--- config.mk ---
export PLATFORM = sky130hd
export DESIGN_NAME = ckt_key_top
export DESIGN_NICKNAME = d
export VERILOG_FILES = /design/src/design/ckt_pkg.sv /design/src/design/ckt_cfg_if.sv /design/src/design/ckt_tag_enc.sv /design/src/design/ckt_mask_build.sv /design/src/design/ckt_key_top.sv
export VERILOG_INCLUDE_DIRS = /design/src /design/src/design
export SDC_FILE = /design/constraint.sdc
export NUM_CORES = 1
export LEC_CHECK = 0
export ABC_AREA = 1
export ABC_CLOCK_PERIOD_IN_PS = 5380
export BUFFER_PORTS_ARGS = -buffer_cell sky130_fd_sc_hd__buf_4
export CORE_AREA = 2 2 150 152
export CTS_BUF_LIST = sky130_fd_sc_hd__clkbuf_4
export CTS_CLUSTER_DIAMETER = 30
export DETAILED_ROUTE_END_ITERATION = 6
export DIE_AREA = 0 0 152 154
export PLACE_DENSITY_LB_ADDON = 0.15
export SLEW_MARGIN = 30
export SYNTH_ARGS = -nofsm -noshare
export SYNTH_HDL_FRONTEND = slang
export SYNTH_SLANG_ARGS = --single-unit
--- constraint.sdc ---
create_clock -name clk_i -period 5.38 [get_ports clk_i]
set_input_delay 0.538 -clock clk_i [delete_from_list [all_inputs] [get_ports clk_i]]
set_output_delay 0.538 -clock clk_i [all_outputs]
set_load 0.01 [all_outputs]
--- src/design/ckt_regs.svh ---
// constants of the classifier key tag field builder
// assumes a 32-bit classic wishbone register bus and a 200 MHz core clock
// Overview of operation
// - special-source mask layout only when layout select code is 3
// - mask bits 0..3 flag processor ports and virtual devices as source
// - mask bits 4..9 hold source port, masqueraded port when masqueraded
// - mask bits 44..48 pipeline point, 49..51 pipeline action, 52 reserved
// - multicast flag equals destination MAC bit 40
// - broadcast flag set only for the all-ones destination MAC
// - outer protocol code 0 untagged, 1 ctag, 4 stag, 5..7 custom
// - outer priority, drop-eligible, vlan id from frame or classified values
// - outer vlan id is zero for untagged frames
// - second tag protocol code 0 absent, 1, 4, 5..7 as outer
// - second tag priority, drop-eligible, vlan id always from the frame
// - third tag protocol code 0 absent, 1, 4, 5..7 as outer
// - third tag priority, drop-eligible, vlan id copied from frame
`ifndef CKT_REGS_SVH
`define CKT_REGS_SVH

`define CKT_ADR_CTRL 8'h00
`define CKT_ADR_CUST1 8'h04
`define CKT_ADR_CUST2 8'h08
`define CKT_ADR_CUST3 8'h0C
`define CKT_ADR_STATUS 8'h10

`define CKT_CTRL_USE_CL 0
`define CKT_CTRL_CPU_ENA 1
`define CKT_CTRL_VD_ENA 2
`define CKT_CTRL_LBK_ENA 3
`define CKT_CTRL_RESET 4'h0
`define CKT_CUST_RESET 16'h0000

`define CKT_TPID_CTAG 16'h8100
`define CKT_TPID_STAG 16'h88A8

`define CKT_CODE_NONE 3'h0
`define CKT_CODE_CTAG 3'h1
`define CKT_CODE_STAG 3'h4
`define CKT_CODE_CUST1 3'h5
`define CKT_CODE_CUST2 3'h6
`define CKT_CODE_CUST3 3'h7

`define CKT_CODE_RSVD_LO 3'h2
`define CKT_CODE_RSVD_HI 3'h3

`define CKT_MAC_MC_BIT 40
`define CKT_MAC_BCAST 48'hFFFF_FFFF_FFFF

`define CKT_SEL_DEFAULT 2'h0
`define CKT_SEL_SPECIAL 2'h3

`define CKT_MASK_W 53
`define CKT_MB_FIRST_PROCESSOR_PORT 0
`define CKT_MB_SECOND_PROCESSOR_PORT 1
`define CKT_MB_VD0 2
`define CKT_MB_VD1 3
`define CKT_MB_PORT_LO 4
`define CKT_MB_PORT_HI 9
`define CKT_MB_PPT_LO 44
`define CKT_MB_PPT_HI 48
`define CKT_MB_PACT_LO 49
`define CKT_MB_PACT_HI 51

`define CKT_TCI_PCP_HI 15
`define CKT_TCI_PCP_LO 13
`define CKT_TCI_DEI 12
`define CKT_TCI_VID_HI 11

`define CKT_ST_CNT_HI 15
`define CKT_ST_CODE_LO 16
`define CKT_ST_CODE_HI 18
`define CKT_ST_SEL_LO 19
`define CKT_ST_SEL_HI 20

`endif

--- src/design/ckt_pkg.sv ---
// types of the classifier key tag field builder
// assumes ckt_regs.svh is on the include path
package ckt_pkg;
  `include "ckt_regs.svh"

  typedef struct packed {
    logic [2:0] code;
    logic [2:0] pcp;
    logic dei;
    logic [11:0] vid;
  } ckt_tag_t;

  typedef logic [1:0] ckt_sel_t;
endpackage

--- src/design/ckt_cfg_if.sv ---
// configuration carried from the register file to the key builders
// assumes one driver (the top) and any number of readers
`timescale 1ns/1ps
interface ckt_cfg_if;
  logic [2:0][15:0] custom_tpid;
  logic cpu_mask_ena;
  logic vd_mask_ena;
  logic lbk_mask_ena;

  modport drive (
    output custom_tpid,
    output cpu_mask_ena,
    output vd_mask_ena,
    output lbk_mask_ena
  );
  modport use_cfg (
    input custom_tpid,
    input cpu_mask_ena,
    input vd_mask_ena,
    input lbk_mask_ena
  );
endinterface

--- src/design/ckt_tag_enc.sv ---
// encodes one vlan tag into its protocol code and tci fields
// assumes tpid and tci come from the frame parser on the same clock
`timescale 1ns/1ps
`include "ckt_regs.svh"
module ckt_tag_enc
  import ckt_pkg::*;
(
  input wire logic clk_i,
  input wire logic rst_i,
  input wire logic present_i,
  input wire logic [15:0] tpid_i,
  input wire logic [15:0] tci_i,
  ckt_cfg_if.use_cfg cfg,
  output ckt_tag_t field_o
);
  logic [2:0] code;

  always_comb begin
    code = `CKT_CODE_NONE;
    if (present_i) begin
      if (tpid_i == `CKT_TPID_CTAG) code = `CKT_CODE_CTAG;
      else if (tpid_i == `CKT_TPID_STAG) code = `CKT_CODE_STAG;
      else if (tpid_i == cfg.custom_tpid[0]) code = `CKT_CODE_CUST1;
      else if (tpid_i == cfg.custom_tpid[1]) code = `CKT_CODE_CUST2;
      else if (tpid_i == cfg.custom_tpid[2]) code = `CKT_CODE_CUST3;
    end
    field_o.code = code;
    // unrecognised protocol counts as no tag
    if (code == `CKT_CODE_NONE) begin
      field_o.pcp = 3'h0;
      field_o.dei = 1'b0;
      field_o.vid = 12'h000;
    end else begin
      field_o.pcp = tci_i[`CKT_TCI_PCP_HI:`CKT_TCI_PCP_LO];
      field_o.dei = tci_i[`CKT_TCI_DEI];
      field_o.vid = tci_i[`CKT_TCI_VID_HI:0];
    end
  end

  ctag_code_a: assert property (@(posedge clk_i) disable iff (rst_i)
    present_i && tpid_i == `CKT_TPID_CTAG |-> field_o.code == `CKT_CODE_CTAG)
    else $error("ctag protocol not encoded as 1");
  no_rsvd_code_a: assert property (@(posedge clk_i) disable iff (rst_i)
    field_o.code != `CKT_CODE_RSVD_LO && field_o.code != `CKT_CODE_RSVD_HI &&
    (field_o.code != `CKT_CODE_NONE || field_o == '0))
    else $error("reserved code or stale fields on absent tag");
endmodule

--- src/design/ckt_mask_build.sv ---
// builds the layout select code and the special-source ingress mask
// assumes port numbers of the special sources are fixed by parameters
`timescale 1ns/1ps
`include "ckt_regs.svh"
module ckt_mask_build
  import ckt_pkg::*;
#(
  parameter logic [5:0] FIRST_PROCESSOR_PORT_PORT = 6'h35,
  parameter logic [5:0] SECOND_PROCESSOR_PORT_PORT = 6'h36,
  parameter logic [5:0] VD0_PORT = 6'h37,
  parameter logic [5:0] VD1_PORT = 6'h38
) (
  ckt_cfg_if.use_cfg cfg,
  input wire logic cpu_injected_i,
  input wire logic from_vd_i,
  input wire logic from_loopback_i,
  input wire logic [5:0] phys_port_i,
  input wire logic masq_i,
  input wire logic [5:0] masq_port_i,
  input wire logic [4:0] pipeline_point_i,
  input wire logic [2:0] pipeline_action_i,
  output ckt_sel_t sel_o,
  output logic [`CKT_MASK_W-1:0] mask_o
);
  always_comb begin
    mask_o = '0;
    sel_o = `CKT_SEL_DEFAULT;
    if ((cpu_injected_i && cfg.cpu_mask_ena) ||
        (from_vd_i && cfg.vd_mask_ena) ||
        (from_loopback_i && cfg.lbk_mask_ena)) begin
      sel_o = `CKT_SEL_SPECIAL;
      mask_o[`CKT_MB_FIRST_PROCESSOR_PORT] = phys_port_i == FIRST_PROCESSOR_PORT_PORT;
      mask_o[`CKT_MB_SECOND_PROCESSOR_PORT] = phys_port_i == SECOND_PROCESSOR_PORT_PORT;
      mask_o[`CKT_MB_VD0] = phys_port_i == VD0_PORT;
      mask_o[`CKT_MB_VD1] = phys_port_i == VD1_PORT;
      mask_o[`CKT_MB_PORT_HI:`CKT_MB_PORT_LO] =
        masq_i ? masq_port_i : phys_port_i;
      mask_o[`CKT_MB_PPT_HI:`CKT_MB_PPT_LO] = pipeline_point_i;
      mask_o[`CKT_MB_PACT_HI:`CKT_MB_PACT_LO] = pipeline_action_i;
    end
  end
endmodule

--- src/design/ckt_key_top.sv ---
// classifier key tag and source-mask field builder with wishbone registers
// assumes parser inputs are on clk_i; frame_valid_i marks one frame a cycle
`timescale 1ns/1ps
`include "ckt_regs.svh"
module ckt_key_top
  import ckt_pkg::*;
#(
  parameter logic [5:0] FIRST_PROCESSOR_PORT_PORT = 6'h35,
  parameter logic [5:0] SECOND_PROCESSOR_PORT_PORT = 6'h36,
  parameter logic [5:0] VD0_PORT = 6'h37,
  parameter logic [5:0] VD1_PORT = 6'h38
) (
  input wire logic clk_i,
  input wire logic rst_i,
  input wire logic wb_cyc_i,
  input wire logic wb_stb_i,
  input wire logic wb_we_i,
  input wire logic [7:0] wb_adr_i,
  input wire logic [3:0] wb_sel_i,
  input wire logic [31:0] wb_dat_i,
  output logic [31:0] wb_dat_o,
  output logic wb_ack_o,
  input wire logic frame_valid_i,
  input wire logic [47:0] dest_mac_i,
  input wire logic [1:0] tag_count_i,
  input wire logic [2:0][15:0] tag_tpid_i,
  input wire logic [2:0][15:0] tag_tci_i,
  input wire logic [2:0] cl_pcp_i,
  input wire logic cl_dei_i,
  input wire logic [11:0] cl_vid_i,
  input wire logic cpu_injected_i,
  input wire logic from_vd_i,
  input wire logic from_loopback_i,
  input wire logic [5:0] phys_port_i,
  input wire logic masq_i,
  input wire logic [5:0] masq_port_i,
  input wire logic [4:0] pipeline_point_i,
  input wire logic [2:0] pipeline_action_i,
  output logic key_valid_o,
  output logic [1:0] source_mask_layout_select_o,
  output logic [`CKT_MASK_W-1:0] ingress_source_mask_o,
  output logic dest_multicast_flag_o,
  output logic dest_broadcast_flag_o,
  output logic [2:0] outer_tag_protocol_code_o,
  output logic [2:0] outer_tag_priority_o,
  output logic outer_tag_drop_eligible_o,
  output logic [11:0] outer_tag_vlan_id_o,
  output logic [2:0] second_tag_protocol_code_o,
  output logic [2:0] second_tag_priority_o,
  output logic second_tag_drop_eligible_o,
  output logic [11:0] second_tag_vlan_id_o,
  output logic [2:0] third_tag_protocol_code_o,
  output logic [2:0] third_tag_priority_o,
  output logic third_tag_drop_eligible_o,
  output logic [11:0] third_tag_vlan_id_o
);
  ckt_cfg_if cfg ();

  // register file state
  logic [3:0] ctrl_reg;
  logic [3:0] ctrl_next;
  logic [2:0][15:0] cust_reg;
  logic [2:0][15:0] cust_next;
  logic ack_reg;
  logic ack_next;
  logic [31:0] rdat_reg;
  logic [31:0] rdat_next;
  logic [15:0] cnt_reg;
  logic [15:0] cnt_next;
  logic [31:0] wmask;
  logic [31:0] status;
  logic wr_en;
  logic use_cl;

  // key state
  ckt_tag_t [2:0] enc;
  ckt_tag_t [2:0] tag_reg;
  ckt_tag_t [2:0] tag_next;
  ckt_sel_t sel_c;
  logic [`CKT_MASK_W-1:0] mask_c;
  logic valid_reg;
  logic valid_next;
  ckt_sel_t sel_reg;
  ckt_sel_t sel_next;
  logic [`CKT_MASK_W-1:0] mask_reg;
  logic [`CKT_MASK_W-1:0] mask_next;
  logic mc_reg;
  logic mc_next;
  logic bc_reg;
  logic bc_next;

  assign use_cl = ctrl_reg[`CKT_CTRL_USE_CL];
  assign cfg.custom_tpid = cust_reg;
  assign cfg.cpu_mask_ena = ctrl_reg[`CKT_CTRL_CPU_ENA];
  assign cfg.vd_mask_ena = ctrl_reg[`CKT_CTRL_VD_ENA];
  assign cfg.lbk_mask_ena = ctrl_reg[`CKT_CTRL_LBK_ENA];

  generate
    for (genvar i = 0; i < 3; i++) begin : g_tag
      ckt_tag_enc u_enc (
        .clk_i(clk_i),
        .rst_i(rst_i),
        .present_i(tag_count_i > 2'(i)),
        .tpid_i(tag_tpid_i[i]),
        .tci_i(tag_tci_i[i]),
        .cfg(cfg.use_cfg),
        .field_o(enc[i])
      );
    end
    for (genvar b = 0; b < 4; b++) begin : g_lane
      assign wmask[8*b+7:8*b] = {8{wb_sel_i[b]}};
    end
  endgenerate

  ckt_mask_build #(
    .FIRST_PROCESSOR_PORT_PORT(FIRST_PROCESSOR_PORT_PORT),
    .SECOND_PROCESSOR_PORT_PORT(SECOND_PROCESSOR_PORT_PORT),
    .VD0_PORT(VD0_PORT),
    .VD1_PORT(VD1_PORT)
  ) u_mask (
    .cfg(cfg.use_cfg),
    .cpu_injected_i(cpu_injected_i),
    .from_vd_i(from_vd_i),
    .from_loopback_i(from_loopback_i),
    .phys_port_i(phys_port_i),
    .masq_i(masq_i),
    .masq_port_i(masq_port_i),
    .pipeline_point_i(pipeline_point_i),
    .pipeline_action_i(pipeline_action_i),
    .sel_o(sel_c),
    .mask_o(mask_c)
  );

  // wishbone slave: ack one cycle after the request, write at the ack edge
  always_comb begin
    status = '0;
    status[`CKT_ST_CNT_HI:0] = cnt_reg;
    status[`CKT_ST_CODE_HI:`CKT_ST_CODE_LO] = tag_reg[0].code;
    status[`CKT_ST_SEL_HI:`CKT_ST_SEL_LO] = sel_reg;
    wr_en = wb_cyc_i && wb_stb_i && wb_we_i && ack_reg;
    ack_next = wb_cyc_i && wb_stb_i && !ack_reg;
    ctrl_next = ctrl_reg;
    cust_next = cust_reg;
    cnt_next = cnt_reg + 16'(key_valid_o);
    rdat_next = '0;
    case (wb_adr_i)
      `CKT_ADR_CTRL: begin
        rdat_next = {28'h000_0000, ctrl_reg};
        if (wr_en) begin
          ctrl_next = 4'((ctrl_reg & ~wmask[3:0]) | (wb_dat_i[3:0] & wmask[3:0]));
        end
      end
      `CKT_ADR_CUST1, `CKT_ADR_CUST2, `CKT_ADR_CUST3: begin
        rdat_next = {16'h0000, cust_reg[wb_adr_i[3:2] - 2'h1]};
        if (wr_en) begin
          cust_next[wb_adr_i[3:2] - 2'h1] = 16'(
            (cust_reg[wb_adr_i[3:2] - 2'h1] & ~wmask[15:0]) |
            (wb_dat_i[15:0] & wmask[15:0]));
        end
      end
      `CKT_ADR_STATUS: begin
        rdat_next = status;
      end
      default: begin
        rdat_next = '0;
      end
    endcase
    if (!ack_next) rdat_next = '0;
  end

  always_ff @(posedge clk_i) begin
    if (rst_i) begin
      ctrl_reg <= `CKT_CTRL_RESET;
      cust_reg <= {3{`CKT_CUST_RESET}};
      ack_reg <= 1'b0;
      rdat_reg <= '0;
      cnt_reg <= '0;
    end else begin
      ctrl_reg <= ctrl_next;
      cust_reg <= cust_next;
      ack_reg <= ack_next;
      rdat_reg <= rdat_next;
      cnt_reg <= cnt_next;
    end
  end

  assign wb_ack_o = ack_reg;
  assign wb_dat_o = rdat_reg;

  // key fields load on frame_valid_i and hold until the next frame
  always_comb begin
    valid_next = frame_valid_i;
    sel_next = sel_reg;
    mask_next = mask_reg;
    mc_next = mc_reg;
    bc_next = bc_reg;
    tag_next = tag_reg;
    if (frame_valid_i) begin
      sel_next = sel_c;
      mask_next = mask_c;
      mc_next = dest_mac_i[`CKT_MAC_MC_BIT];
      bc_next = dest_mac_i == `CKT_MAC_BCAST;
      tag_next = enc;
      if (use_cl) begin
        tag_next[0].pcp = cl_pcp_i;
        tag_next[0].dei = cl_dei_i;
        tag_next[0].vid = cl_vid_i;
      end
      if (enc[0].code == `CKT_CODE_NONE) begin
        tag_next[0].vid = 12'h000;
      end
    end
  end

  always_ff @(posedge clk_i) begin
    if (rst_i) begin
      valid_reg <= 1'b0;
      sel_reg <= `CKT_SEL_DEFAULT;
      mask_reg <= '0;
      mc_reg <= 1'b0;
      bc_reg <= 1'b0;
      tag_reg <= '0;
    end else begin
      valid_reg <= valid_next;
      sel_reg <= sel_next;
      mask_reg <= mask_next;
      mc_reg <= mc_next;
      bc_reg <= bc_next;
      tag_reg <= tag_next;
    end
  end

  assign key_valid_o = valid_reg;
  assign source_mask_layout_select_o = sel_reg;
  assign ingress_source_mask_o = mask_reg;
  assign dest_multicast_flag_o = mc_reg;
  assign dest_broadcast_flag_o = bc_reg;
  assign outer_tag_protocol_code_o = tag_reg[0].code;
  assign outer_tag_priority_o = tag_reg[0].pcp;
  assign outer_tag_drop_eligible_o = tag_reg[0].dei;
  assign outer_tag_vlan_id_o = tag_reg[0].vid;
  assign second_tag_protocol_code_o = tag_reg[1].code;
  assign second_tag_priority_o = tag_reg[1].pcp;
  assign second_tag_drop_eligible_o = tag_reg[1].dei;
  assign second_tag_vlan_id_o = tag_reg[1].vid;
  assign third_tag_protocol_code_o = tag_reg[2].code;
  assign third_tag_priority_o = tag_reg[2].pcp;
  assign third_tag_drop_eligible_o = tag_reg[2].dei;
  assign third_tag_vlan_id_o = tag_reg[2].vid;

  sel_code_a: assert property (@(posedge clk_i) disable iff (rst_i)
    frame_valid_i && cpu_injected_i && ctrl_reg[`CKT_CTRL_CPU_ENA] |=>
    key_valid_o && source_mask_layout_select_o == `CKT_SEL_SPECIAL)
    else $error("enabled injected frame missed layout code 3");
  mask_flags_a: assert property (@(posedge clk_i) disable iff (rst_i)
    key_valid_o && source_mask_layout_select_o == `CKT_SEL_SPECIAL |->
    ingress_source_mask_o[`CKT_MB_VD1] == ($past(phys_port_i) == VD1_PORT) &&
    ingress_source_mask_o[`CKT_MB_FIRST_PROCESSOR_PORT] == ($past(phys_port_i) == FIRST_PROCESSOR_PORT_PORT))
    else $error("special source flag bits wrong");
  src_port_a: assert property (@(posedge clk_i) disable iff (rst_i)
    key_valid_o && source_mask_layout_select_o == `CKT_SEL_SPECIAL |->
    ingress_source_mask_o[`CKT_MB_PORT_HI:`CKT_MB_PORT_LO] ==
    ($past(masq_i) ? $past(masq_port_i) : $past(phys_port_i)))
    else $error("source port field wrong");
  pipe_fields_a: assert property (@(posedge clk_i) disable iff (rst_i)
    key_valid_o && source_mask_layout_select_o == `CKT_SEL_SPECIAL |->
    ingress_source_mask_o[`CKT_MB_PACT_HI:`CKT_MB_PPT_LO] ==
    {$past(pipeline_action_i), $past(pipeline_point_i)} &&
    !ingress_source_mask_o[`CKT_MASK_W-1])
    else $error("pipeline fields or reserved bit wrong");
  mc_flag_a: assert property (@(posedge clk_i) disable iff (rst_i)
    frame_valid_i |=>
    dest_multicast_flag_o == $past(dest_mac_i[`CKT_MAC_MC_BIT]))
    else $error("multicast flag does not follow bit 40");
  bc_flag_a: assert property (@(posedge clk_i) disable iff (rst_i)
    frame_valid_i |=>
    dest_broadcast_flag_o == ($past(dest_mac_i) == `CKT_MAC_BCAST))
    else $error("broadcast flag does not match all-ones address");
  cl_subst_a: assert property (@(posedge clk_i) disable iff (rst_i)
    frame_valid_i && use_cl && tag_count_i != 2'h0 &&
    enc[0].code != `CKT_CODE_NONE |=> outer_tag_vlan_id_o == $past(cl_vid_i)
    && outer_tag_priority_o == $past(cl_pcp_i))
    else $error("classified outer values not used");
  untag_vid_a: assert property (@(posedge clk_i) disable iff (rst_i)
    key_valid_o && outer_tag_protocol_code_o == `CKT_CODE_NONE |->
    outer_tag_vlan_id_o == 12'h000)
    else $error("untagged frame with nonzero vlan id");
  inner_copy_a: assert property (@(posedge clk_i) disable iff (rst_i)
    frame_valid_i && use_cl && tag_count_i > 2'h1 &&
    tag_tpid_i[1] == `CKT_TPID_CTAG |=>
    second_tag_vlan_id_o == $past(tag_tci_i[1][11:0]))
    else $error("second tag not copied from frame");
  third_copy_a: assert property (@(posedge clk_i) disable iff (rst_i)
    frame_valid_i && tag_count_i == 2'h3 &&
    tag_tpid_i[2] == `CKT_TPID_STAG |=> third_tag_protocol_code_o ==
    `CKT_CODE_STAG && third_tag_priority_o == $past(tag_tci_i[2][15:13]))
    else $error("third tag not copied from frame");
endmodule

Word level (Yosys, flattened, before mapping)
Cells that the tools add are included.
{"block": "classes", "n_eq_ne": 24, "n_bitwise": 9, "n_reduce_logical": 19, "n_mux": 33, "add_sub_neg": 2, "order_cmp": 5}
{"op": "$eq 16x16->1", "n": 9}
{"op": "$eq 16x16->1 const B", "n": 6}
{"op": "$mux 16", "n": 6}
{"op": "$pmux 21 s3", "n": 1}
{"op": "$mux 3", "n": 18}
{"op": "$bwmux 48", "n": 1}
{"op": "$eq 48x48->1 const B", "n": 1}
{"op": "$and 16x16->16", "n": 2}
{"op": "$bmux 16 s2", "n": 1}
{"op": "$demux 16 s2", "n": 1}
{"op": "$eq 6x6->1 const B", "n": 4}
{"op": "$add 16x1->16", "n": 1}
{"op": "$eq 8x4->1 const B", "n": 2}
{"op": "$not 16->16", "n": 1}
{"op": "$or 16x16->16", "n": 1}
{"op": "$mux 12", "n": 1}
{"op": "$mux 10", "n": 1}
{"op": "$logic_not 3->1", "n": 3}
{"op": "$and 4x4->4", "n": 2}
{"op": "$eq 8x3->1 const B", "n": 1}
{"op": "$eq 8x5->1 const B", "n": 1}
{"op": "$logic_and 1x1->1", "n": 8}
{"op": "$logic_not 8->1", "n": 1}
{"op": "$mux 8", "n": 1}
{"op": "15 further kinds", "n": 18}
{"block": "word_totals", "input_bits": 236, "output_inout_bits": 148, "ff_bits": 181, "wordCells": 116}

Longest topological paths before layout
Gate-level depths: netlist (run 1).
{"block": "logic_depth", "depth_word": 11, "depth_mapped": 17, "ltp_nobuf": 15}

Cells and area by module
Synthesis (run 1) repeated with hierarchy kept, for this count alone.
{"block": "hier_totals", "hier_cells": 2027, "hier_area_um2": 12939.9}
{"module": "ckt_key_top", "instances": 1, "area_per_inst_um2": 8847.2, "seq_area_each_um2": 4103.9, "cells_each": 1243}
{"module": "ckt_tag_enc", "instances": 3, "area_per_inst_um2": 1163.6, "seq_area_each_um2": 0.0, "cells_each": 225}
{"module": "ckt_mask_build", "instances": 1, "area_per_inst_um2": 601.8, "seq_area_each_um2": 0.0, "cells_each": 109}

Least setup slack after synthesis (run 1)
No wires, ideal clock.
{"block": "synth_path", "path_type": "input-to-reg", "from": "input port wb_adr_i[2]", "to": "register cust_reg, in the netlist cfg.custom_tpid[14]", "t_arrival_ps": 2442, "path_buffers": 3, "t_required_ps": 5309, "path_slack_ps": 2867, "cell_stages": 10, "cell_sequence": "buf_2 > inv_2 > clkbuf_1 > ha_1 > inv_1 > clkbuf_1 > a31oi_1 > o21ai_0 > nand3_1 > a21oi_1"}
{"block": "synth_between", "elab_chain_len": 6, "elab_cells_between_ends": 16, "classes_between": "1 x add/sub; 2 x order compare; 3 x eq/ne; 5 x mux; 2 x bitwise; 3 x reduce/logical"}
{"item": "from (decl)", "line": "ckt_key_top.sv:18", "rtl": "input wire logic [7:0] wb_adr_i,"}
{"item": "$sub 2x1->2", "line": "ckt_key_top.sv:156, ckt_key_top.sv:157"}
{"item": "$lt 2x3->1 (not written as such), or another cell as far along", "line": "ckt_key_top.sv:156", "rtl": "cust_next[wb_adr_i[3:2] - 2'h1] = 16'("}
{"item": "$logic_and 1x1->1 (not written as such) / $mux 16 (equally long branches)", "line": "ckt_key_top.sv:156, ckt_key_top.sv:157"}
{"item": "$mux 16 (not written as such) / $and 16x16->16 (equally long branches)", "line": "ckt_key_top.sv:156, ckt_key_top.sv:157"}
{"item": "$demux 16 s2 / $or 16x16->16 (equally long branches)", "line": "ckt_key_top.sv:156, ckt_key_top.sv:157"}
{"item": "$bwmux 48", "line": "ckt_key_top.sv:156"}
{"item": "to (signal assigned)", "line": "ckt_key_top.sv:174", "rtl": "cust_reg <= {3{`CKT_CUST_RESET}};"}
{"item": "to (signal assigned)", "line": "ckt_key_top.sv:180", "rtl": "cust_reg <= cust_next;"}
{"item": "to (decl)", "line": "ckt_key_top.sv:62", "rtl": "logic [2:0][15:0] cust_reg;"}
Several ways; a longest one is shown, not always the timed one. The select of a mux whose other input is x is not followed.
A chain may end at the register's enable or synchronous reset.

Worst setup path in the final report (run 1)
{"block": "layout_path", "from": "input port wb_adr_i[2]", "to": "register cust_reg, in the netlist cfg.custom_tpid[3]"}
The elaborated chain is that of the path after synthesis.

==> results of run 1 <==
[through the flow]
step / util / instances / setup slack [ns] / area (µm²) / total power, mW
finish: 0.573 / 2006 / 2.62 / 12400 / 2.42
global route: 0.573 / 2006 / 2.44 / 12400 / 2.53
CTS: 0.573 / 2005 / 2.49 / 12400 / 2.44
detailed placement: 0.559 / 1973 / 1.88 / 12100 / 1.65
global placement: 0.559 / 1973 / 1.89 / 12100 / 1.65
floorplan: - / 1491 / 2.87 / 10100 / 1.49
[cell families (layout without fill, tap and decap cells)]
family | count (synthesis) | count (layout)
xor+xnor | 110 | 110
fa+ha+maj | 8 | 8
buf+inv | 268 | 502
flops | 168 | 168
compound gates | 263 | 263
other cells | 1 | 47
simple gates | 628 | 628
[layer usage]
layer  vias to the layer above  GRT usage  wire (µm)
li1                       5086          -          -
met4                         0     0.0485        303
met5                         -          0          0
met2                       433      0.435      14900
met1                      4525      0.362      14300
met3                        20     0.0502       2390
[worst min-delay path by stage]
stage,start,slack (ns),end,depth (start not counted)
3_5_place_dp,outer_tag_vlan_id_o[0]$_SDFFE_PP0P_,0.44,outer_tag_vlan_id_o[0]$_SDFFE_PP0P_,2
4_1_cts,phys_port_i[0],0.11,ingress_source_mask_o[1]$_SDFFE_PP0P_,2
6_report,phys_port_i[0],0.16,ingress_source_mask_o[1]$_SDFFE_PP0P_,2
5_1_grt,phys_port_i[0],0.11,ingress_source_mask_o[1]$_SDFFE_PP0P_,2
3_3_place_gp,second_tag_vlan_id_o[11]$_SDFFE_PP0P_,0.44,second_tag_vlan_id_o[11]$_SDFFE_PP0P_,2
2_1_floorplan,cnt_reg[15]$_SDFF_PP0_,0.45,cnt_reg[15]$_SDFF_PP0_,2
[final cells by class]
type / instances / area (µm²) / share of cell area
Antenna cell: 1 / 2.50 / 0.000201
Inverter: 146 / 548 / 0.0441
Timing Repair Buffer: 324 / 2430 / 0.196
Tap cell: 280 / 350 / 0.0282
Multi-Input combinational cell: 1055 / 5420 / 0.437
Clock buffer: 17 / 128 / 0.0103
Clock inverter: 15 / 174 / 0.0140
Sequential cell: 168 / 3360 / 0.271
[layout by cell type, fill, tap and decap left out, types with 3 or more instances in the layout]
cell and n:
a2bb2oi_1 3, o21ai_0 70, a31oi_1 16, buf_4 324, dfxtp_1 168, nor3_1 15, nor2_2 5, o22ai_1 3
clkinv_1 3, nor4_1 13, inv_6 5, a32o_1 15, ha_1 8, nand3_1 27, o31ai_1 3, xor2_1 45
nor2_1 159, nand2_1 329, conb_1 46, nand2_2 27, inv_1 131, o21ai_1 37, clkbuf_4 17, inv_8 4
xnor2_1 65, nand4_1 40, inv_2 12, nor3_2 3, a21oi_1 107
[power by group through the flow]
stage / logic (mW) / clock network, mW / registers, mW
final: 0.377 / 0.790 / 1.25
after global routing: 0.415 / 0.866 / 1.25
after CTS: 0.375 / 0.814 / 1.25
after detailed placement: 0.374 / 0 / 1.28
after global placement: 0.371 / 0 / 1.28
after floorplan: 0.211 / 0 / 1.28
==> metrics.txt, run 1 <==
status finished clean; count leader, synth nand2_1; Slew @ Worst Pin 0.798 ns; final hold violation count 0; internal power roughly 1.7 mW; largest family of logic cells by synthesized area simple AND/OR/NAND/NOR gates; First-pass DRT Iterations 5; filler instances between 2k and 2.5k; Worst Hold Class in -> reg; DP HPWL ~25,000 µm; total clock sinks 168; Hold Slack between 0.15 and 0.2 ns; type of the worst setup path in -> reg; Buf+Inv Stages, Crit Path 3; CTS H-tree depth 4; vias in the first global route 9,095; Netlist Area Pre-Place around 9900 µm²; largest net degree at the start of global routing between 70 and 80; Clock Tree Buf Depth 2; drt total wl 31,900 µm; CTS tree yes; # Post-CTS Setup Buffers 0; max FFs per register 48; reg2reg start key_valid_o$_SDFF_PP0_; Die H between 150 and 200 µm; syn_area_per_cell 6.85 µm²; flop2flop setup slack between 3 and 4 ns; Clock Latency Late Sink roughly 0.58 ns; slew margin rel. 0.468; adder-cell share of the synthesized area 0.0101; flops & latches, synth between 150 and 200; Req. time, crit path around 5.9 ns; cell leakage power approximately 5.8 nW; period utilisation layout 0.514; cts hold-fix bufs 0; die width ~150 µm; worst-case clock skew approximately 0.027 ns; Worst path depth 11; Die Footprint about 23,000 µm²; initial antenna violation count 1; crit path launch type input pin; combinational share of power 0.156; crit path capture type flip-flop; EDFF count, synth 0; Post-route DRC 0; CTS Root Cell clkbuf_4; Final nets approximately 2.0k; Main synth FF type dfxtp_1; ys async rst share 0; Cells after Synth 1,446; sequential area share after synthesis 0.340; Overflow after GRT 0; post-route minimum period approximately 2.8 ns; initial DRC count approximately 730; most area-consuming cells after synthesis dfxtp_1 (34%), nand2_1 (13%), nor2_1 (6.1%); Switching Fraction 0.306; Crit path max-delay family compound AO/OA/AOI/OAI gates; Crit path largest cell delay approximately 0.7 ns; Yosys warnings 0; wire length of the first global-routing pass 49,400 µm; clock power share 0.327; Arr. time, crit path around 3.3 ns; Num CTS Buffers 17; Worst Setup EP cfg.custom_tpid[3]$_SDFFE_PP0P_; clk slew on worst S/H paths approximately 0.15 ns; pwr dens 195 nW/µm²; Synth Area in Compound Gates 0.149; critical-path cell list buf_4, inv_2, ha_1, inv_1, a21oi_1, o21ai_0, o31ai_1, nand2_1, o21ai_0, o21ai_1, a21oi_1; R2R Path End cnt_reg[14]$_SDFF_PP0_; WL per Instance between 15 and 20 µm; Synth area leader dfxtp_1; simple-gate share of the synthesized area 0.272; FF-to-FF path depth 11; maxcap violations 0; Area Growth Syn to Fin 25.4%; RSZ-0062 raised after global routing false; mux contribution to synthesized area 0; most frequent cells after synthesis nand2_1 (330), dfxtp_1 (168), nor2_1 (160); Worst path slowest cell ha_1; Peak VDD IR between 0.0001 and 0.00015 V; PortBufs roughly 320; library cells used by synthesis between 40 and 50; detailed-route via count 10.1k; crit path from wb_adr_i[2]; Final Max Slew Viols 0; NetSw roughly 0.74 mW; Final setup viols 0; gr usage total 0.263; setup TNS 0 ns; vias per cell about 5; DRT antenna net count 0; Ports approximately 380; sequential share of power 0.517; Post-Synth XOR/XNOR Area 0.0973; Starting Density 0.457; Crit Path Max Fanout 34; Core Region 21,700 µm²; Core Rows 54; area share of the leading cell type in the synthesized netlist 0.340; proportion of layout cells with a drive suffix above 1 0.241; Peak Freq 362 MHz; CTS resizes 0; GP Congestion 0.949
Note: power is estimated with default switching activity, not from simulation.
==> run 2, diff against run 1 <==
--- a/config.mk
+++ b/config.mk
@@ -6,14 +6,14 @@
 export SDC_FILE = /design/constraint.sdc
 export NUM_CORES = 1
 export LEC_CHECK = 0
-export ABC_AREA = 1
-export ABC_CLOCK_PERIOD_IN_PS = 5380
+export ABC_AREA = 0
+export ABC_CLOCK_PERIOD_IN_PS = 2500
 export BUFFER_PORTS_ARGS = -buffer_cell sky130_fd_sc_hd__buf_4
-export CORE_AREA = 2 2 150 152
+export CORE_AREA = 2 2 149 151
 export CTS_BUF_LIST = sky130_fd_sc_hd__clkbuf_4
 export CTS_CLUSTER_DIAMETER = 30
 export DETAILED_ROUTE_END_ITERATION = 6
-export DIE_AREA = 0 0 152 154
+export DIE_AREA = 0 0 151 153
 export PLACE_DENSITY_LB_ADDON = 0.15
 export SLEW_MARGIN = 30
 export SYNTH_ARGS = -nofsm -noshare
==> constraint.sdc (replaced) <==
create_clock -name clk_i -period 2.5 [get_ports clk_i]
set_input_delay 0.25 -clock clk_i [delete_from_list [all_inputs] [get_ports clk_i]]
set_output_delay 0.25 -clock clk_i [all_outputs]
set_load 0.01 [all_outputs]
==> metrics.txt, run 2 <==
Worst path slowest cell nor2_1; Min-Delay Startpoint tag_tci_i[15]; GP Congestion ~0.9; Switching Fraction 0.283; period utilisation layout 0.967; combinational share of power 0.165; Req. time, crit path 3.03 ns; Arr. time, crit path between 2 and 3 ns; syn_area_per_cell a little under 9 µm²; EDFF count, synth 0; flops & latches, synth about 170; CTS resizes 0; Worst Hold Class in -> reg; wire length of the first global-routing pass between 40,000 and 50,000 µm; drt total wl approximately 33,000 µm; NetSw 1.44 mW; Crit path max-delay family buffers and inverters; ys async rst share 0; die width approximately 150 µm; library cells used by synthesis 49; most common cell after layout, fill and taps aside buf_4; DP HPWL around 25,000 µm; Ports between 300 and 400; Die Footprint between 20,000 and 25,000 µm²; largest net degree at the start of global routing 63; clock power share 0.307; proportion of layout cells with a drive suffix above 1 0.281; post-route minimum period ~2.4 ns; vias per cell slightly above 5; count leader, synth dfxtp_1; Peak Freq between 400 and 500 MHz; simple-gate share of the synthesized area 0.171; Cells after Synth 1,028; fin worst setup slack 0.0826 ns; Clock Latency Late Sink around 0.57 ns; Synth Area in Compound Gates 0.148; Buf+Inv Stages, Crit Path 3; placed cells roughly 1.5k; Die H 153 µm; Final Max Slew Viols 0; initial antenna violation count 1; cell leakage power slightly above 5 nW; Post-route DRC 0; Core Rows 54; Overflow after GRT 0; setup TNS 0 ns; clk slew on worst S/H paths approximately 0.17 ns; RSZ-0062 raised after global routing false; Peak VDD IR around 0.00033 V; Crit Path Max Fanout 13; Num CTS Buffers 17; Area Growth Syn to Fin 37.9%; post-route insts no fill about 1.7k; area share of the leading cell type in the synthesized netlist 0.373; Yosys warnings 0; total clock sinks between 150 and 200; maxcap violations 0; status finished clean; Starting Density 0.420; Crit path largest cell delay 0.67 ns; final hold violation count 0; most frequent cells after synthesis dfxtp_1 (168), nor2_1 (140), xnor2_1 (132); Core Region between 20,000 and 25,000 µm²; crit path capture type flip-flop; Synth area leader dfxtp_1; internal power ~3.7 mW; Total Power around 5 mW; detailed-route via count roughly 8.6k; gr usage total 0.277; Slew @ Worst Pin 0.811 ns; initial DRC count between 400 and 500; CTS Root Cell clkbuf_4; CTS tree yes; CP dominant cell by count dlygate4sd3_1; Post-Synth XOR/XNOR Area 0.149; WL per Instance 19.7 µm; worst-case clock skew about 0.028 ns; Setup WS pre-CTS between 0.3 and 0.4 ns; Netlist Area Pre-Place about 9000 µm²; Main synth FF type dfxtp_1; crit path from frame_valid_i; most area-consuming cells after synthesis dfxtp_1 (37%), xnor2_1 (13%), nor2_1 (5.8%); adder-cell share of the synthesized area 0.0111; First-pass DRT Iterations 5; slew margin rel. 0.458; DRT antenna net count 0; mux contribution to synthesized area 0.0627; CTS H-tree depth 4; largest family of logic cells by synthesized area simple AND/OR/NAND/NOR gates; type of the worst setup path in -> reg; Final nets roughly 1.6k; PortBufs about 320; pwr dens about 410 nW/µm²; Clock Tree Buf Depth 2; sequential share of power 0.528; vias in the first global route about 8.4k; critical-path cell list dlygate4sd3_1, buf_4, nand2b_1, nor2_1, and3_1, nand3_1, dlygate4sd3_1, o21ai_1; max FFs per register 48; sequential area share after synthesis 0.373; crit path launch type input pin; most frequent cells in the layout buf_4 (333), dfxtp_1 (168), nor2_1 (139); Final setup viols 0
==> run 2: final timing paths <==
| check | to | slack, ns | cells after the start |
|---|---|---|---|
| hold reg to reg | third_tag_protocol_code_o[1]$_SDFFE_PP0P_ | 0.45 | 2 |
| hold / removal | outer_tag_priority_o[2]$_SDFFE_PP0P_ | 0.06 | 3 |
| setup / recovery | ingress_source_mask_o[2]$_SDFFE_PP0P_ | 0.08 | 8 |
| setup reg to reg | ingress_source_mask_o[2]$_SDFFE_PP0P_ | 0.10 | 7 |
==> run 2: per-stage QoR <==
step	utilization	cell area, µm²	hold slack (ns)
after global placement	0.529	11400	0.429
after floorplan	-	9200	0.347
after detailed placement	0.529	11400	0.432
after CTS	0.578	12400	0.000456
after global routing	0.579	12400	0.00710
final	0.579	12400	0.0636
==> run 2: final cells by class <==
class / instances / area [µm²]
inverter: 7 / 26.3
fill: 1940 / 9040
multi-input combinational: 757 / 5090
sequential: 168 / 3360
clock buffer: 17 / 128
antenna: 1 / 2.50
tap: 280 / 350
clock inverter: 15 / 143
timing repair buffer: 416 / 3350
==> run 2: power groups by stage <==
stage / combinational (mW) / clock [mW] / sequential [mW]
detailed placement: 0.724 / 0 / 2.75
global placement: 0.722 / 0 / 2.75
global route: 0.903 / 1.73 / 2.70
CTS: 0.831 / 1.61 / 2.69
floorplan: 0.346 / 0 / 2.75
finish: 0.843 / 1.57 / 2.69
==> run 2: layer usage <==
metal / track usage / vias up / routed length (µm)
met5: 0 / - / 0
met4: 0.0921 / 0 / 898
met3: 0.0570 / 44 / 2180
met2: 0.457 / 297 / 15500
met1: 0.358 / 4097 / 14100
li1: - / 4173 / -
==> run 2: cell families after synthesis <==
kind of cell,Yosys count
and+or+nand+nor,311
AOI/OAI and AO/OA,183
DFF,168
xor gates and xnor gates,154
buffers and inverters,148
muxes,55
adders and majority gates,8
other,1
==> run 2: worst min-delay path, cell delays in order <==
cell and delay (ns):
buf_4 0.10, nor4b_1 0.13, o2bb2ai_1 0.11
==> run 2: timing repair <==
item | in CTS | in global routing
hold endpoints to repair | 66 | 1
setup endpoints to repair | 0 | 2
hold buffers | 79 | 2
setup buffers | 0 | 1
==> run 3, diff against run 2 <==
--- a/config.mk
+++ b/config.mk
@@ -14,6 +14,7 @@
 export CTS_CLUSTER_DIAMETER = 30
 export DETAILED_ROUTE_END_ITERATION = 6
 export DIE_AREA = 0 0 151 153
+export HOLD_SLACK_MARGIN = 0.08
 export PLACE_DENSITY_LB_ADDON = 0.15
 export SLEW_MARGIN = 30
 export SYNTH_ARGS = -nofsm -noshare
==> metrics.txt, run 3 (synthesis gave the netlist of run 2 again) <==
status finished clean; die width 151 µm; Ports 384; Core Rows 54; total clock sinks 168; Die H 153 µm; largest net degree at the start of global routing 63; wire length of the first global-routing pass 49,700 µm; Min-Delay Startpoint tag_count_i[0]; Core Region between 20,000 and 25,000 µm²; Clock Latency Late Sink about 0.58 ns; Die Footprint between 20,000 and 25,000 µm²; filler instances about 1.9k; Starting Density 0.420; initial antenna violation count 1; GP Congestion 0.923; Final nets 1,645; WL per Instance between 15 and 20 µm; Crit Path Max Fanout 13; vias in the first global route 8,610; Final setup viols 0; CTS H-tree depth 4; First-pass DRT Iterations 5; period utilisation layout 0.921; Req. time, crit path 3.02 ns; crit path launch type input pin; type of the worst setup path in -> reg; gr usage total 0.281; detailed-route via count 8,795; fin worst setup slack approximately 0.2 ns; met3 Use GR 0.0513; Setup WS pre-CTS 0.316 ns; GR Util met2 0.467; RSZ-0062 raised after global routing false; slew margin rel. 0.539; cell leakage power roughly 5.2 nW; most frequent cells in the layout buf_4 (333), dfxtp_1 (168), nor2_1 (138); Final Max Slew Viols 0; final hold violation count 0; drt total wl 33,100 µm; crit path from frame_valid_i; Overflow after GRT 0; GR peak layer met2; Hold Slack 0.154 ns; max FFs per register between 40 and 50; Worst Hold Class in -> reg; Arr. time, crit path 2.82 ns; DP Area ~11,000 µm²; most common cell after layout, fill and taps aside buf_4; PortBufs approximately 320; pwr dens 402 nW/µm²; reg2reg start cfg.custom_tpid[18]$_SDFFE_PP0P_; proportion of layout cells with a drive suffix above 1 0.275; fin area 12,800 µm²; DRT antenna net count 0; setup TNS 0 ns; maxcap violations 0; CTS tree yes; Post-route DRC 0; worst-case clock skew around 0.024 ns; crit path capture type flip-flop; met1 Usage GRT 0.365; DP HPWL 25,000 µm; Area Growth Syn to Fin 41.7%; post-route minimum period ~2.3 ns; Slew @ Worst Pin slightly below 0.7 ns; Clock Tree Buf Depth 2; initial DRC count roughly 470; Num CTS Buffers 17; Peak Freq approximately 430 MHz; Total Power around 5.1 mW; Peak VDD IR approximately 0.00033 V; clk slew on worst S/H paths ~0.14 ns; vias per cell ~5.2; CTS Root Cell clkbuf_4
[run 3: per-stage QoR]
| stage | utilization | instances |
|---|---|---|
| after CTS | 0.595 | 1693 |
| final | 0.595 | 1695 |
| after global placement | 0.529 | 1546 |
| after detailed placement | 0.529 | 1546 |
| after global routing | 0.595 | 1695 |
| after floorplan | - | 1073 |
[run 3: critical path, cell delays in order]
cell	delay (ns)
dlygate4sd3_1	0.52
buf_4	0.21
nand2b_1	0.19
inv_2	0.17
nand3_2	0.15
dlygate4sd3_1	0.60
o211ai_1	0.16
dlygate4sd3_1	0.56
[run 3: final cells by class]
| cell class | count | area [µm²] | area share |
|---|---|---|---|
| Multi-Input combinational cell | 757 | 5090 | 0.398 |
| Antenna cell | 1 | 2.50 | 0.000196 |
| Clock buffer | 17 | 128 | 0.00998 |
| Inverter | 7 | 26.3 | 0.00205 |
| Timing Repair Buffer | 450 | 3690 | 0.289 |
| Sequential cell | 168 | 3360 | 0.263 |
| Tap cell | 280 | 350 | 0.0274 |
| Clock inverter | 15 | 143 | 0.0112 |
[run 3: path summary, 6_finish.rpt]
| path | end | slack [ns] | depth (start not counted) |
|---|---|---|---|
| max | third_tag_protocol_code_o[0]$_SDFFE_PP0P_ | 0.20 | 8 |
| min | third_tag_protocol_code_o[1]$_SDFFE_PP0P_ | 0.15 | 5 |
| max reg2reg | third_tag_protocol_code_o[0]$_SDFFE_PP0P_ | 0.20 | 7 |
| min reg2reg | third_tag_protocol_code_o[1]$_SDFFE_PP0P_ | 0.45 | 2 |
[run 3: timing repair]
item	CTS	global route
setup endpoints to repair	0	2
resized for setup	0	1
buffers inserted	0	1
hold buffers	115	0
endpoints found under the hold margin	108	0
[run 3: metal layers]
metal,up-vias,share of wire
met5,-,0
met2,292,0.47
met4,0,0.028
met3,50,0.068
li1,4243,-
met1,4210,0.43
[run 3: power breakdown]
group / switching [mW] / total (mW) / leakage (nW) / internal [mW]
Clock: 1.05 / 1.57 / 0.139 / 0.514
Sequential: 0.00627 / 2.69 / 1.35 / 2.69
Combinational: 0.394 / 0.886 / 3.73 / 0.492
Total: 1.45 / 5.15 / 5.22 / 3.69
